$ cat src/rst_cfg_pkg.sv
// package: constants, field positions and types for the reset pin and configuration latch
package rst_cfg_pkg;

  // timing, in half_clock_period units as printed, and the cpu clock ratio
  localparam int TCL_PER_CLK = 2;
  localparam int SEQ_TCL = 1024;
  localparam int LONG_TCL = 1040;
  localparam int LATCH_TCL = 8;
  localparam int LATCH_BYP_TCL = 6;
  localparam logic [9:0] SEQ_CYCLES = 10'(SEQ_TCL / TCL_PER_CLK);
  localparam logic [9:0] LONG_CYCLES = 10'(LONG_TCL / TCL_PER_CLK);
  localparam logic [9:0] LATCH_CYCLES = 10'(LATCH_TCL / TCL_PER_CLK);
  localparam logic [9:0] LATCH_BYP_CYCLES = 10'(LATCH_BYP_TCL / TCL_PER_CLK);
  // wait after the pull-down is dropped so the pin and its synchroniser settle
  localparam logic [9:0] SETTLE_CYCLES = 10'h004;

  // register byte offsets
  localparam logic [3:0] OFS_LATCHED_CONFIG = 4'h0;
  localparam logic [3:0] OFS_SYSTEM_CONFIG = 4'h4;
  localparam logic [3:0] OFS_BUS_CONFIG0 = 4'h8;
  localparam logic [3:0] OFS_RESET_STATUS = 4'hC;

  // system_config_reg fields
  localparam int SYS_BIDIR_BIT = 3;
  localparam int SYS_PWD_BIT = 5;
  localparam int SYS_WRITE_SIGNAL_CONFIG_BIT = 7;
  localparam int SYS_BYTE_HIGH_DISABLE_BIT = 9;
  // bus_config_reg0 fields
  localparam int BUS_TYPE_LSB = 6;
  localparam int BUS_LATCH_BIT = 9;
  localparam int BUS_ACTIVE_BIT = 10;
  // reset_status fields
  localparam int STAT_ASYNC_BIT = 0;
  localparam int STAT_KIND_LSB = 1;
  localparam int STAT_LONG_BIT = 3;
  localparam int STAT_OUT_BIT = 4;
  localparam int STAT_PULL_BIT = 5;
  localparam int STAT_STATE_LSB = 8;

  // config_port bit positions (high byte is 15:8, low byte 7:0)
  localparam int CP_WRC_BIT = 8;
  localparam int CP_BYTE_HIGH_DISABLE_BIT = 9;
  localparam int CP_BUS_TYPE_PINS_LSB = 6;
  localparam int CP_WRITE_SIGNAL_CONFIG_BIT = 7;
  localparam int CP_BSL_BIT = 4;
  localparam int CP_ADP_BIT = 1;
  localparam int CP_EMU_BIT = 0;

  // sampling masks per reset kind, and bits cleared by software/watchdog resets
  localparam logic [15:0] MASK_ALL = 16'hFFFF;
  localparam logic [15:0] MASK_SHORT = 16'h1FFF;
  localparam logic [15:0] MASK_SW = 16'h1FC0;
  localparam logic [15:0] CLEAR_SW = 16'h003C;
  localparam logic [15:0] CFG_RESET = 16'h0000;

  // axi responses
  localparam logic [1:0] RESP_OKAY = 2'h0;
  localparam logic [1:0] RESP_SLVERR = 2'h2;

  // sequencer states, one-hot
  typedef enum logic [4:0] {
    ST_SEQ = 5'h01,
    ST_EXTEND = 5'h02,
    ST_LATCH = 5'h04,
    ST_INIT = 5'h08,
    ST_RUN = 5'h10
  } seq_state_t;

  // source of the running reset
  typedef enum logic [1:0] {
    KIND_POR = 2'h0,
    KIND_HW = 2'h1,
    KIND_SW = 2'h2
  } reset_kind_t;

  // latched settings routed to other blocks
  typedef struct packed {
    logic [2:0] clock_config_field;
    logic [1:0] segment_addr_select;
    logic [1:0] chip_select_count;
    logic bootstrap_select;
    logic adapt_mode_select;
    logic debug_host_mode_select;
  } cfg_route_t;

  // one open-drain pin, driver side
  typedef struct packed {
    logic o;
    logic oe;
  } od_pin_t;

endpackage : rst_cfg_pkg
$ cat src/reset_pin_config_latch.sv
// reset pin control, reset sequencer and start-up configuration latch with axi4-lite registers
// Behaviour
// - reset_out_n low at every reset start
// - reset_out_n stays low until end_init_instr
// - system_config bit 3 enables bidirectional reset
// - every reset sequence clears bidir_reset_enable
// - bidir enable writable only before end_init_instr
// - low delay pin cancels pull, forces async
// - pull reset_in_n low during internal sequence
// - pull-down released before first instruction fetch
// - bidir converts software/watchdog reset to hardware
// - delay pin discharge while reset_in_n low
// - powerdown_config_bit enables delay pin pull-up
// - delay pin level selects async or sync
// - software/watchdog samples high 4..0, low 7..6
// - short skips high 7..5; long/power-on all
// - config high byte into latched_config_reg low
// - high bit1, low bit7 feed system_config
// - bus type, active, latch stretch into bus_config0
// - route latched fields to clock/port logic
// - internal sequence lasts 1024 half periods
// - latch 8 (bypass 6) half periods after release
// - software/watchdog reset clears config bits 5..2
//
// The AXI4-Lite register port and the register addresses were decided locally.
`timescale 1ns/1ps
module reset_pin_config_latch (
  input wire logic aclk,
  input wire logic aresetn,
  // axi4-lite slave
  input wire logic [3:0] s_axi_awaddr,
  input wire logic s_axi_awvalid,
  output logic s_axi_awready,
  input wire logic [31:0] s_axi_wdata,
  input wire logic [3:0] s_axi_wstrb,
  input wire logic s_axi_wvalid,
  output logic s_axi_wready,
  output logic [1:0] s_axi_bresp,
  output logic s_axi_bvalid,
  input wire logic s_axi_bready,
  input wire logic [3:0] s_axi_araddr,
  input wire logic s_axi_arvalid,
  output logic s_axi_arready,
  output logic [31:0] s_axi_rdata,
  output logic [1:0] s_axi_rresp,
  output logic s_axi_rvalid,
  input wire logic s_axi_rready,
  // pins
  input wire logic reset_in_n_i,
  output rst_cfg_pkg::od_pin_t reset_in_n_drv,
  output logic reset_out_n,
  input wire logic powerdown_delay_above,
  output logic powerdown_delay_pulldown,
  output logic powerdown_delay_pullup,
  input wire logic [15:0] config_port,
  input wire logic external_access_pin,
  // cpu side, same clock
  input wire logic sw_reset_req,
  input wire logic wdt_reset_req,
  input wire logic end_init_instr,
  input wire logic pll_bypass,
  output logic cpu_reset_active,
  output rst_cfg_pkg::cfg_route_t cfg_route
);

  // ---------------- pin synchronisers ----------------
  logic [18:0] pin_meta_reg; // first stage, read only by the second
  logic [18:0] pin_sync_reg; // second stage, used by the logic
  logic reset_in_n_s; // synchronised reset_in_n
  logic rpd_above_s; // synchronised comparator, above threshold
  logic ea_s; // synchronised external_access_pin
  logic [15:0] port_s; // synchronised config_port

  // two flops on every asynchronous pin; constants under reset
  always_ff @(posedge aclk) begin
    if (!aresetn) begin
      pin_meta_reg <= 19'h7FFFF;
      pin_sync_reg <= 19'h7FFFF;
    end else begin
      pin_meta_reg <= {reset_in_n_i, powerdown_delay_above, external_access_pin, config_port};
      pin_sync_reg <= pin_meta_reg;
    end
  end

  assign reset_in_n_s = pin_sync_reg[18];
  assign rpd_above_s = pin_sync_reg[17];
  assign ea_s = pin_sync_reg[16];
  assign port_s = pin_sync_reg[15:0];

  // ---------------- reset sequencer ----------------
  rst_cfg_pkg::seq_state_t state_reg, state_next; // sequencer state
  rst_cfg_pkg::reset_kind_t kind_reg, kind_next; // source of current reset
  logic [9:0] cnt_reg, cnt_next; // sequence and latch-delay counter
  logic [9:0] low_cnt_reg, low_cnt_next; // external low time, saturating
  logic pull_reg, pull_next; // reset_in_n open-drain pull active
  logic async_reg, async_next; // reset processed as asynchronous
  logic long_reg, long_next; // latest reset was a long hardware reset
  logic bidir_reg; // bidir_reset_enable, from the register group
  logic seq_start; // a new reset sequence begins this cycle
  logic latch_now; // configuration is sampled this cycle
  logic [9:0] latch_last; // last count of the latch delay

  assign latch_last = pll_bypass ? (rst_cfg_pkg::LATCH_BYP_CYCLES - 10'h001)
                                 : (rst_cfg_pkg::LATCH_CYCLES - 10'h001);

  // next-state logic of the sequencer
  always_comb begin
    state_next = state_reg;
    kind_next = kind_reg;
    cnt_next = cnt_reg;
    low_cnt_next = low_cnt_reg;
    pull_next = pull_reg;
    async_next = async_reg;
    long_next = long_reg;
    seq_start = 1'b0;
    latch_now = 1'b0;
    unique case (state_reg)
      rst_cfg_pkg::ST_INIT, rst_cfg_pkg::ST_RUN: begin
        // a pin reset has precedence over a software or watchdog request
        if (!reset_in_n_s || sw_reset_req || wdt_reset_req) begin
          seq_start = 1'b1;
          state_next = rst_cfg_pkg::ST_SEQ;
          cnt_next = 10'h000;
          low_cnt_next = 10'h000;
          long_next = 1'b0;
          async_next = !rpd_above_s;
          // enabled bidir pulls the pin unless the delay pin is already low
          pull_next = bidir_reg && rpd_above_s;
          if (!reset_in_n_s || bidir_reg) begin
            kind_next = rst_cfg_pkg::KIND_HW;
          end else begin
            kind_next = rst_cfg_pkg::KIND_SW;
          end
        end else if (state_reg == rst_cfg_pkg::ST_INIT && end_init_instr) begin
          state_next = rst_cfg_pkg::ST_RUN;
        end
      end
      rst_cfg_pkg::ST_SEQ: begin
        cnt_next = cnt_reg + 10'h001;
        // only external low time counts; our own pull is not a long reset
        if (!reset_in_n_s && !pull_reg && low_cnt_reg != rst_cfg_pkg::LONG_CYCLES) begin
          low_cnt_next = low_cnt_reg + 10'h001;
        end
        if ((!reset_in_n_s || pull_reg) && !rpd_above_s) begin
          pull_next = 1'b0;
          async_next = 1'b1;
        end
        if (cnt_reg == rst_cfg_pkg::SEQ_CYCLES - 10'h001) begin
          pull_next = 1'b0;
          state_next = rst_cfg_pkg::ST_EXTEND;
          cnt_next = 10'h000;
        end
      end
      rst_cfg_pkg::ST_EXTEND: begin
        // reset is stretched while the pin is held low from outside
        if (cnt_reg != rst_cfg_pkg::SETTLE_CYCLES) begin
          cnt_next = cnt_reg + 10'h001;
        end
        if (!reset_in_n_s && low_cnt_reg != rst_cfg_pkg::LONG_CYCLES) begin
          low_cnt_next = low_cnt_reg + 10'h001;
        end
        if (!reset_in_n_s && !rpd_above_s) begin
          async_next = 1'b1;
        end
        if (cnt_reg == rst_cfg_pkg::SETTLE_CYCLES && reset_in_n_s) begin
          async_next = !rpd_above_s;
          long_next = (kind_reg == rst_cfg_pkg::KIND_HW)
                      && (low_cnt_reg == rst_cfg_pkg::LONG_CYCLES);
          state_next = rst_cfg_pkg::ST_LATCH;
          cnt_next = 10'h000;
        end
      end
      rst_cfg_pkg::ST_LATCH: begin
        cnt_next = cnt_reg + 10'h001;
        if (cnt_reg == latch_last) begin
          latch_now = 1'b1;
          state_next = rst_cfg_pkg::ST_INIT;
          cnt_next = 10'h000;
        end
      end
    endcase
  end

  // sequencer registers; aresetn is the power-on reset
  always_ff @(posedge aclk) begin
    if (!aresetn) begin
      state_reg <= rst_cfg_pkg::ST_SEQ;
      kind_reg <= rst_cfg_pkg::KIND_POR;
      cnt_reg <= 10'h000;
      low_cnt_reg <= 10'h000;
      pull_reg <= 1'b0;
      async_reg <= 1'b1;
      long_reg <= 1'b0;
    end else begin
      state_reg <= state_next;
      kind_reg <= kind_next;
      cnt_reg <= cnt_next;
      low_cnt_reg <= low_cnt_next;
      pull_reg <= pull_next;
      async_reg <= async_next;
      long_reg <= long_next;
    end
  end

  // ---------------- configuration and register group ----------------
  logic [15:0] cfg_reg, cfg_next; // all sixteen latched config_port bits
  logic ea_reg, ea_next; // external access level at latch time
  logic bidir_next; // bidir_reset_enable next value
  logic pwd_reg, pwd_next; // powerdown_config_bit
  logic [15:0] sample_mask; // bits sampled by this reset
  logic [15:0] clear_mask; // bits forced to zero by this reset
  logic [15:0] latched_config_reg; // view: high byte of port in low byte
  logic [15:0] system_config_reg; // view of system configuration
  logic [15:0] bus_config_reg0; // view of bus configuration
  logic [15:0] reset_status; // view of sequencer state

  // which bits this reset samples depends on its source
  always_comb begin
    clear_mask = 16'h0000;
    if (kind_reg == rst_cfg_pkg::KIND_SW) begin
      sample_mask = rst_cfg_pkg::MASK_SW;
      clear_mask = rst_cfg_pkg::CLEAR_SW;
    end else if (kind_reg == rst_cfg_pkg::KIND_HW && !long_reg) begin
      sample_mask = rst_cfg_pkg::MASK_SHORT;
    end else begin
      sample_mask = rst_cfg_pkg::MASK_ALL;
    end
  end

  // axi handshake state
  logic aw_held_reg, aw_held_next; // write address captured
  logic [3:0] aw_addr_reg, aw_addr_next; // captured write address
  logic w_held_reg, w_held_next; // write data captured
  logic [31:0] w_data_reg, w_data_next; // captured write data
  logic [3:0] w_strb_reg, w_strb_next; // captured byte enables
  logic bvalid_reg, bvalid_next; // write response pending
  logic [1:0] bresp_reg, bresp_next; // write response code
  logic rvalid_reg, rvalid_next; // read data pending
  logic [1:0] rresp_reg, rresp_next; // read response code
  logic [31:0] rdata_reg, rdata_next; // read data
  logic do_write; // both halves present, perform the write

  assign do_write = aw_held_reg && w_held_reg && !bvalid_reg;

  // register views built from stored state
  always_comb begin
    latched_config_reg = {8'h00, cfg_reg[15:8]};
    system_config_reg = 16'h0000;
    system_config_reg[rst_cfg_pkg::SYS_BIDIR_BIT] = bidir_reg;
    system_config_reg[rst_cfg_pkg::SYS_PWD_BIT] = pwd_reg;
    system_config_reg[rst_cfg_pkg::SYS_WRITE_SIGNAL_CONFIG_BIT] = cfg_reg[rst_cfg_pkg::CP_WRITE_SIGNAL_CONFIG_BIT];
    system_config_reg[rst_cfg_pkg::SYS_BYTE_HIGH_DISABLE_BIT] = cfg_reg[rst_cfg_pkg::CP_BYTE_HIGH_DISABLE_BIT];
    bus_config_reg0 = 16'h0000;
    bus_config_reg0[rst_cfg_pkg::BUS_TYPE_LSB +: 2] = cfg_reg[rst_cfg_pkg::CP_BUS_TYPE_PINS_LSB +: 2];
    bus_config_reg0[rst_cfg_pkg::BUS_ACTIVE_BIT] = ea_reg;
    bus_config_reg0[rst_cfg_pkg::BUS_LATCH_BIT] = ea_reg;
    reset_status = 16'h0000;
    reset_status[rst_cfg_pkg::STAT_ASYNC_BIT] = async_reg;
    reset_status[rst_cfg_pkg::STAT_KIND_LSB +: 2] = kind_reg;
    reset_status[rst_cfg_pkg::STAT_LONG_BIT] = long_reg;
    reset_status[rst_cfg_pkg::STAT_OUT_BIT] = reset_out_n;
    reset_status[rst_cfg_pkg::STAT_PULL_BIT] = pull_reg;
    reset_status[rst_cfg_pkg::STAT_STATE_LSB +: 5] = state_reg;
  end

  // next values of configuration, system bits and the bus slave
  always_comb begin
    cfg_next = cfg_reg;
    ea_next = ea_reg;
    bidir_next = bidir_reg;
    pwd_next = pwd_reg;
    aw_held_next = aw_held_reg;
    aw_addr_next = aw_addr_reg;
    w_held_next = w_held_reg;
    w_data_next = w_data_reg;
    w_strb_next = w_strb_reg;
    bvalid_next = bvalid_reg;
    bresp_next = bresp_reg;
    rvalid_next = rvalid_reg;
    rresp_next = rresp_reg;
    rdata_next = rdata_reg;
    if (latch_now) begin
      cfg_next = (cfg_reg & ~sample_mask & ~clear_mask) | (port_s & sample_mask);
      ea_next = ea_s;
    end
    // address and data are taken independently, in either order
    if (s_axi_awvalid && s_axi_awready) begin
      aw_held_next = 1'b1;
      aw_addr_next = s_axi_awaddr;
    end
    if (s_axi_wvalid && s_axi_wready) begin
      w_held_next = 1'b1;
      w_data_next = s_axi_wdata;
      w_strb_next = s_axi_wstrb;
    end
    if (do_write) begin
      aw_held_next = 1'b0;
      w_held_next = 1'b0;
      bvalid_next = 1'b1;
      bresp_next = rst_cfg_pkg::RESP_OKAY;
      unique case (aw_addr_reg)
        rst_cfg_pkg::OFS_SYSTEM_CONFIG: begin
          if (w_strb_reg[0]) begin
            // after init the enable bit is frozen; late software cannot arm it
            if (state_reg == rst_cfg_pkg::ST_INIT) begin
              bidir_next = w_data_reg[rst_cfg_pkg::SYS_BIDIR_BIT];
            end
            pwd_next = w_data_reg[rst_cfg_pkg::SYS_PWD_BIT];
          end
        end
        rst_cfg_pkg::OFS_LATCHED_CONFIG, rst_cfg_pkg::OFS_BUS_CONFIG0,
        rst_cfg_pkg::OFS_RESET_STATUS: begin
          // read-only: write accepted and dropped
        end
        default: begin
          bresp_next = rst_cfg_pkg::RESP_SLVERR;
        end
      endcase
    end
    if (seq_start) begin
      bidir_next = 1'b0;
    end
    if (bvalid_reg && s_axi_bready) begin
      bvalid_next = 1'b0;
    end
    if (s_axi_arvalid && s_axi_arready) begin
      rvalid_next = 1'b1;
      rresp_next = rst_cfg_pkg::RESP_OKAY;
      unique case (s_axi_araddr)
        rst_cfg_pkg::OFS_LATCHED_CONFIG: rdata_next = {16'h0000, latched_config_reg};
        rst_cfg_pkg::OFS_SYSTEM_CONFIG: rdata_next = {16'h0000, system_config_reg};
        rst_cfg_pkg::OFS_BUS_CONFIG0: rdata_next = {16'h0000, bus_config_reg0};
        rst_cfg_pkg::OFS_RESET_STATUS: rdata_next = {16'h0000, reset_status};
        default: begin
          rdata_next = 32'h00000000;
          rresp_next = rst_cfg_pkg::RESP_SLVERR;
        end
      endcase
    end else if (rvalid_reg && s_axi_rready) begin
      rvalid_next = 1'b0;
    end
  end

  // configuration and bus registers
  always_ff @(posedge aclk) begin
    if (!aresetn) begin
      cfg_reg <= rst_cfg_pkg::CFG_RESET;
      ea_reg <= 1'b0;
      bidir_reg <= 1'b0;
      pwd_reg <= 1'b0;
      aw_held_reg <= 1'b0;
      aw_addr_reg <= 4'h0;
      w_held_reg <= 1'b0;
      w_data_reg <= 32'h00000000;
      w_strb_reg <= 4'h0;
      bvalid_reg <= 1'b0;
      bresp_reg <= 2'h0;
      rvalid_reg <= 1'b0;
      rresp_reg <= 2'h0;
      rdata_reg <= 32'h00000000;
    end else begin
      cfg_reg <= cfg_next;
      ea_reg <= ea_next;
      bidir_reg <= bidir_next;
      pwd_reg <= pwd_next;
      aw_held_reg <= aw_held_next;
      aw_addr_reg <= aw_addr_next;
      w_held_reg <= w_held_next;
      w_data_reg <= w_data_next;
      w_strb_reg <= w_strb_next;
      bvalid_reg <= bvalid_next;
      bresp_reg <= bresp_next;
      rvalid_reg <= rvalid_next;
      rresp_reg <= rresp_next;
      rdata_reg <= rdata_next;
    end
  end

  // ---------------- outputs ----------------
  // one slot per channel; no new address until the previous write is answered
  assign s_axi_awready = !aw_held_reg && !bvalid_reg;
  assign s_axi_wready = !w_held_reg && !bvalid_reg;
  assign s_axi_bvalid = bvalid_reg;
  assign s_axi_bresp = bresp_reg;
  assign s_axi_arready = !rvalid_reg;
  assign s_axi_rvalid = rvalid_reg;
  assign s_axi_rresp = rresp_reg;
  assign s_axi_rdata = rdata_reg;

  // open drain: level is always low, only the enable moves
  assign reset_in_n_drv.o = 1'b0;
  assign reset_in_n_drv.oe = pull_reg;
  assign reset_out_n = (state_reg == rst_cfg_pkg::ST_RUN);
  assign cpu_reset_active = (state_reg != rst_cfg_pkg::ST_INIT)
                            && (state_reg != rst_cfg_pkg::ST_RUN);
  assign powerdown_delay_pulldown = !reset_in_n_s;
  assign powerdown_delay_pullup = pwd_reg && reset_in_n_s && !cpu_reset_active;

  // latched fields to clock generator, port 4, port 6 and core logic
  assign cfg_route.clock_config_field = cfg_reg[15:13];
  assign cfg_route.segment_addr_select = cfg_reg[12:11];
  assign cfg_route.chip_select_count = cfg_reg[10:9];
  assign cfg_route.bootstrap_select = cfg_reg[rst_cfg_pkg::CP_BSL_BIT];
  assign cfg_route.adapt_mode_select = cfg_reg[rst_cfg_pkg::CP_ADP_BIT];
  assign cfg_route.debug_host_mode_select = cfg_reg[rst_cfg_pkg::CP_EMU_BIT];

endmodule : reset_pin_config_latch

$ cat config.mk
export PLATFORM = sky130hd
export DESIGN_NAME = reset_pin_config_latch
export DESIGN_NICKNAME = d
export VERILOG_FILES = /design/src/rst_cfg_pkg.sv /design/src/reset_pin_config_latch.sv
export SDC_FILE = /design/constraint.sdc
export NUM_CORES = 1
export LEC_CHECK = 0
export BUFFER_PORTS_ARGS = -buffer_cell sky130_fd_sc_hd__buf_2
export CAP_MARGIN = 40
export CELL_PAD_IN_SITES_DETAIL_PLACEMENT = 1
export CELL_PAD_IN_SITES_GLOBAL_PLACEMENT = 1
export CORE_UTILIZATION = 36
export CTS_BUF_LIST = sky130_fd_sc_hd__clkbuf_8
export CTS_CLUSTER_SIZE = 20
export DETAILED_ROUTE_END_ITERATION = 8
export PLACE_DENSITY = 0.84
export SETUP_SLACK_MARGIN = 0.4
export SYNTH_ARGS = -nofsm -noshare
export SYNTH_HDL_FRONTEND = slang
export SYNTH_SLANG_ARGS = --single-unit
$ cat constraint.sdc
create_clock -name aclk -period 2.1 [get_ports aclk]
set_clock_uncertainty 0.1 [all_clocks]
set_input_delay 0.315 -clock aclk [delete_from_list [all_inputs] [get_ports aclk]]
set_output_delay 0.315 -clock aclk [all_outputs]
set_load 0.01 [all_outputs]
==> metrics.md <==
| Metric | Value |
|---|---|
| Result of the run | `finished clean` |
| Clock-pin slew on the worst setup and hold paths | `0.12 ns` |
| Gr usage total | `22.4%` |
| Clock root buffer master | `sky130_fd_sc_hd__clkbuf_8` |
| Number of DRC violations after detailed routing | `0` |
| Final Worst Setup Slack | `approximately 0.13 ns` |
| Top-count cell post-synth | `sky130_fd_sc_hd__dfxtp_1` |
| Final design instance area without fill | `0.00655 sq mm` |
| Die height | `115 um` |
| Pre-Repair DR Iteration Count | `5` |
| Final #Nets | `726` |
| Die width | `around 120 um` |
| Mean Syn Cell Area | `9.07 sq um` |
| I/O Buffers | `72` |
| Setup slack at placement | `0.134 ns` |
| DRT met1 WL | `about 5900 um` |
| Cells on worst reg2reg path | `7` |
| Slowest stage delay, CP | `0.39 ns` |
| Element type at the critical path start | `flop` |
| Highest metal layer with signal wires | `met4` |
| Worst min path class | `in2reg` |
| Final cycle utilization of the critical path | `93.6%` |
| CTS tree | `built` |
| Register-to-register setup slack | `0.13 ns` |
| Final Hold Fails | `0` |
| Detailed-route wire length | `16,200 um` |
| Instance count along the most critical hold path | `2` |
| Critical-path maximum fanout | `7` |
| Layout cell share with drive strength beyond 1 | `approximately 43%` |
| Gate Count Post-Synth | `slightly above 500` |
| Critical path data required time | `between 2 and 2.5 ns` |
| Core outline area | `0.0126 sq mm` |
| Bufs on Longest Clock Path | `2` |
| Post-route ant nets | `0` |
| Leakage dissipation | `2.64 nW` |
| First-pass GRT wire length | `between 20,000 and 25,000 um` |
| Effective utilization at floorplan | `between 30% and 40%` |
| Filler cell count in the final layout | `1,436` |
| Initial antenna violation count | `1` |
| Post-Place Cell Area | `0.00518 sq mm` |
| Via count of the first global-routing pass | `between 4,000 and 5,000` |
| Cell type contributing the most total cell area after synthesis | `sky130_fd_sc_hd__dfxtp_1` |
| CP cell instances | `buf_4 > nor2_2 > nand3_2 > o2bb2ai_4 > buf_4 > o22ai_2 > a21oi_1` |
| Power per cell area | `574 mW/mm^2` |
| Count of maximum capacitance violations | `0` |
| DR WL/cell | `approximately 20 um` |
| Met2 Wirelength | `between 8000 and 9000 um` |
| DRC marker count from the first detailed-route iteration | `261` |
| Finished Layout Cells | `826` |
| End-of-flow core utilization | `52.1%` |
| Main synth FF type | `sky130_fd_sc_hd__dfxtp_1` |
| Total half-perimeter wirelength after legalization and detailed placement | `8770 um` |
| Setup repair after global routing missed its margin | `yes` |
| Type of the worst setup path | `reg2reg` |
| Origin of the worst min-delay path | `config_port[11]` |
| Number of clock sinks | `104` |
| Worst ir drop on vdd | `around 0.42 mV` |
| Setup TNS | `0 ns` |
| Worst flop-to-flop path startpoint | `state_reg[0]` |
| Clock H-tree levels | `3` |
| Share of Yosys cell area claimed by the top area cell type | `between 40 and 50%` |
| Std-Cell Rows | `41` |
| Total via count in the routed design | `4,301` |
| Layout overhead on the synthesized area | `41.2%` |
| CP dominant cell by count | `sky130_fd_sc_hd__buf_4` |
| Dominant cells by area after synthesis | `sky130_fd_sc_hd__dfxtp_1 (45%), sky130_fd_sc_hd__nand2b_1 (5.5%), sky130_fd_sc_hd__buf_4 (5.3%), sky130_fd_sc_hd__nor2_1 (4.8%), sky130_fd_sc_hd__mux2i_1 (4.8%)` |
| Min Clock Period, post-route | `1.97 ns` |
| Register area share after synthesis | `between 40% and 50%` |
| Transition time of the tightest slew-check pin | `0.584 ns` |
| Aggregate global routing overflow | `0` |
| Pin count of the biggest net entering global routing | `29` |
| EDFF count, synth | `0` |
| Worst Hold End | `pin_meta_reg[11]` |
| Final count of negative-setup-slack endpoints | `0` |
| Warnings from Yosys | `0` |
| Netlist area before placement | `0.00463 sq mm` |
| Placed cell count | `739` |
| Number of unique standard cell types used by synthesis | `61` |
| CTS buffer count | `9` |
| Top cells by count, synth | `sky130_fd_sc_hd__dfxtp_1 (104), sky130_fd_sc_hd__nor2_1 (59), sky130_fd_sc_hd__nand2b_1 (41)` |
| Flops & latches, synth | `104` |
| Final Max Slew Viols | `0` |
| Average vias per placed instance | `5.21` |
| Rel. slew slack | `61.0%` |
| Worst R2R End | `cnt_reg[8]` |
| Library cell contributing the largest single delay on the critical path | `sky130_fd_sc_hd__dfxtp_4` |
| Gpl congestion | `~0.83` |
| Total Die Area | `0.0133 sq mm` |
| I/O pin count | `131` |
| Detailed route wirelength on metal3 | `approximately 710 um` |
| Data arrival time at the worst-slack endpoint | `2.17 ns` |
| Clock insertion delay at the later pin of the skew report | `a little under 0.4 ns` |
| Max Fclk | `509 MHz` |
| Worst Setup End Kind | `flop` |
| FFs w/ async S/R, synth | `0%` |
metal layers:
metal / up-vias / global-route usage (%)
li1: 1981 / -
met3: 60 / 4.81
met2: 154 / 42.5
met1: 2106 / 22.6
met4: 0 / 12.6
met5: - / 0
power by group:
| group | internal (mW) | total [mW] | switching, mW |
|---|---|---|---|
| Clock | 0.585 | 1.36 | 0.776 |
| Combinational | 0.156 | 0.350 | 0.194 |
| Sequential | 2.02 | 2.05 | 0.0329 |
logic make-up (layout without fill, tap and decap cells):
logic type / after synthesis / count (layout) / synth area share (%)
AND/OR/NAND/NOR: 214 / 215 / 25.4
AO/OA/AOI/OAI: 83 / 84 / 12.5
flip-flops: 104 / 104 / 44.9
other: 1 / 23 / 0.0809
buffers and inverters: 70 / 189 / 8.64
adder cells (fa/ha/maj): 4 / 4 / 1.08
XOR/XNOR: 11 / 11 / 2.08
multiplexers: 24 / 24 / 5.24
worst max-delay path, delay by kind of cell (launching register included):
family	cells	cell delay, ns
buffers and inverters	2	0.32
flip-flops	1	0.39
AO/OA/AOI/OAI	3	0.60
AND/OR/NAND/NOR	2	0.47
cells in the final DEF, fill, tap and decap left out, types with 6 or more instances in the layout:
cell type	count
sky130_fd_sc_hd__nand3_1	9
sky130_fd_sc_hd__nand3_2	8
sky130_fd_sc_hd__a21oi_2	7
sky130_fd_sc_hd__buf_6	24
sky130_fd_sc_hd__clkbuf_8	9
sky130_fd_sc_hd__o21ai_2	7
sky130_fd_sc_hd__dlygate4sd3_1	13
sky130_fd_sc_hd__nand2_2	7
sky130_fd_sc_hd__buf_4	51
sky130_fd_sc_hd__a21oi_1	14
sky130_fd_sc_hd__and2_1	7
sky130_fd_sc_hd__nor2_1	48
sky130_fd_sc_hd__nor2_2	9
sky130_fd_sc_hd__conb_1	22
sky130_fd_sc_hd__buf_2	71
sky130_fd_sc_hd__mux2i_1	22
sky130_fd_sc_hd__nand2_1	17
sky130_fd_sc_hd__nand2b_1	40
sky130_fd_sc_hd__dfxtp_4	9
sky130_fd_sc_hd__nand4_1	10
sky130_fd_sc_hd__inv_1	8
sky130_fd_sc_hd__and3_1	6
sky130_fd_sc_hd__nor3_4	6
sky130_fd_sc_hd__dfxtp_1	90
sky130_fd_sc_hd__a22oi_1	12
worst max-delay path by stage:
| stage | startpoint | to | slack, ns |
|---|---|---|---|
| global placement | cnt_reg[7] | cnt_reg[0] | 0.19 |
| global route | state_reg[0] | cnt_reg[8] | 0.08 |
| finish | state_reg[0] | cnt_reg[8] | 0.13 |
| floorplan | state_reg[0] | kind_reg[0] | 0.16 |
| CTS | state_reg[4] | powerdown_delay_pullup | 0.17 |
| detailed placement | state_reg[4] | cnt_reg[9] | 0.13 |
repair_timing:
item | 4_1_cts | 5_1_grt
gates cloned | 1 | 1
pin swaps | 29 | 32
hold buffers | 7 | 6
endpoints found under the hold margin | 7 | 6
endpoints found under the setup margin | 48 | 49
resized for setup | 71 | 77
setup buffers | 37 | 18
metrics by stage:
| stage | hold slack (ns) | total power, mW |
|---|---|---|
| 3_5_place_dp | 0.299 | 2.37 |
| 2_1_floorplan | 0.286 | 2.30 |
| 5_1_grt | -0.00521 | 3.90 |
| 3_3_place_gp | 0.289 | 2.35 |
| 6_report | 0.0165 | 3.76 |
| 4_1_cts | 0.00256 | 3.73 |
cell type report:
cell class | count | area, sq um | share of cell area [%]
Antenna cell | 1 | 2.50 | 0.0382
Clock buffer | 9 | 124 | 1.89
Clock inverter | 7 | 92.6 | 1.41
Inverter | 11 | 41.3 | 0.631
Multi-Input combinational cell | 360 | 2760 | 42.2
Sequential cell | 104 | 2120 | 32.4
Tap cell | 172 | 215 | 3.29
Timing Repair Buffer | 162 | 1190 | 18.2
Note: power is estimated with default switching activity, not from simulation.
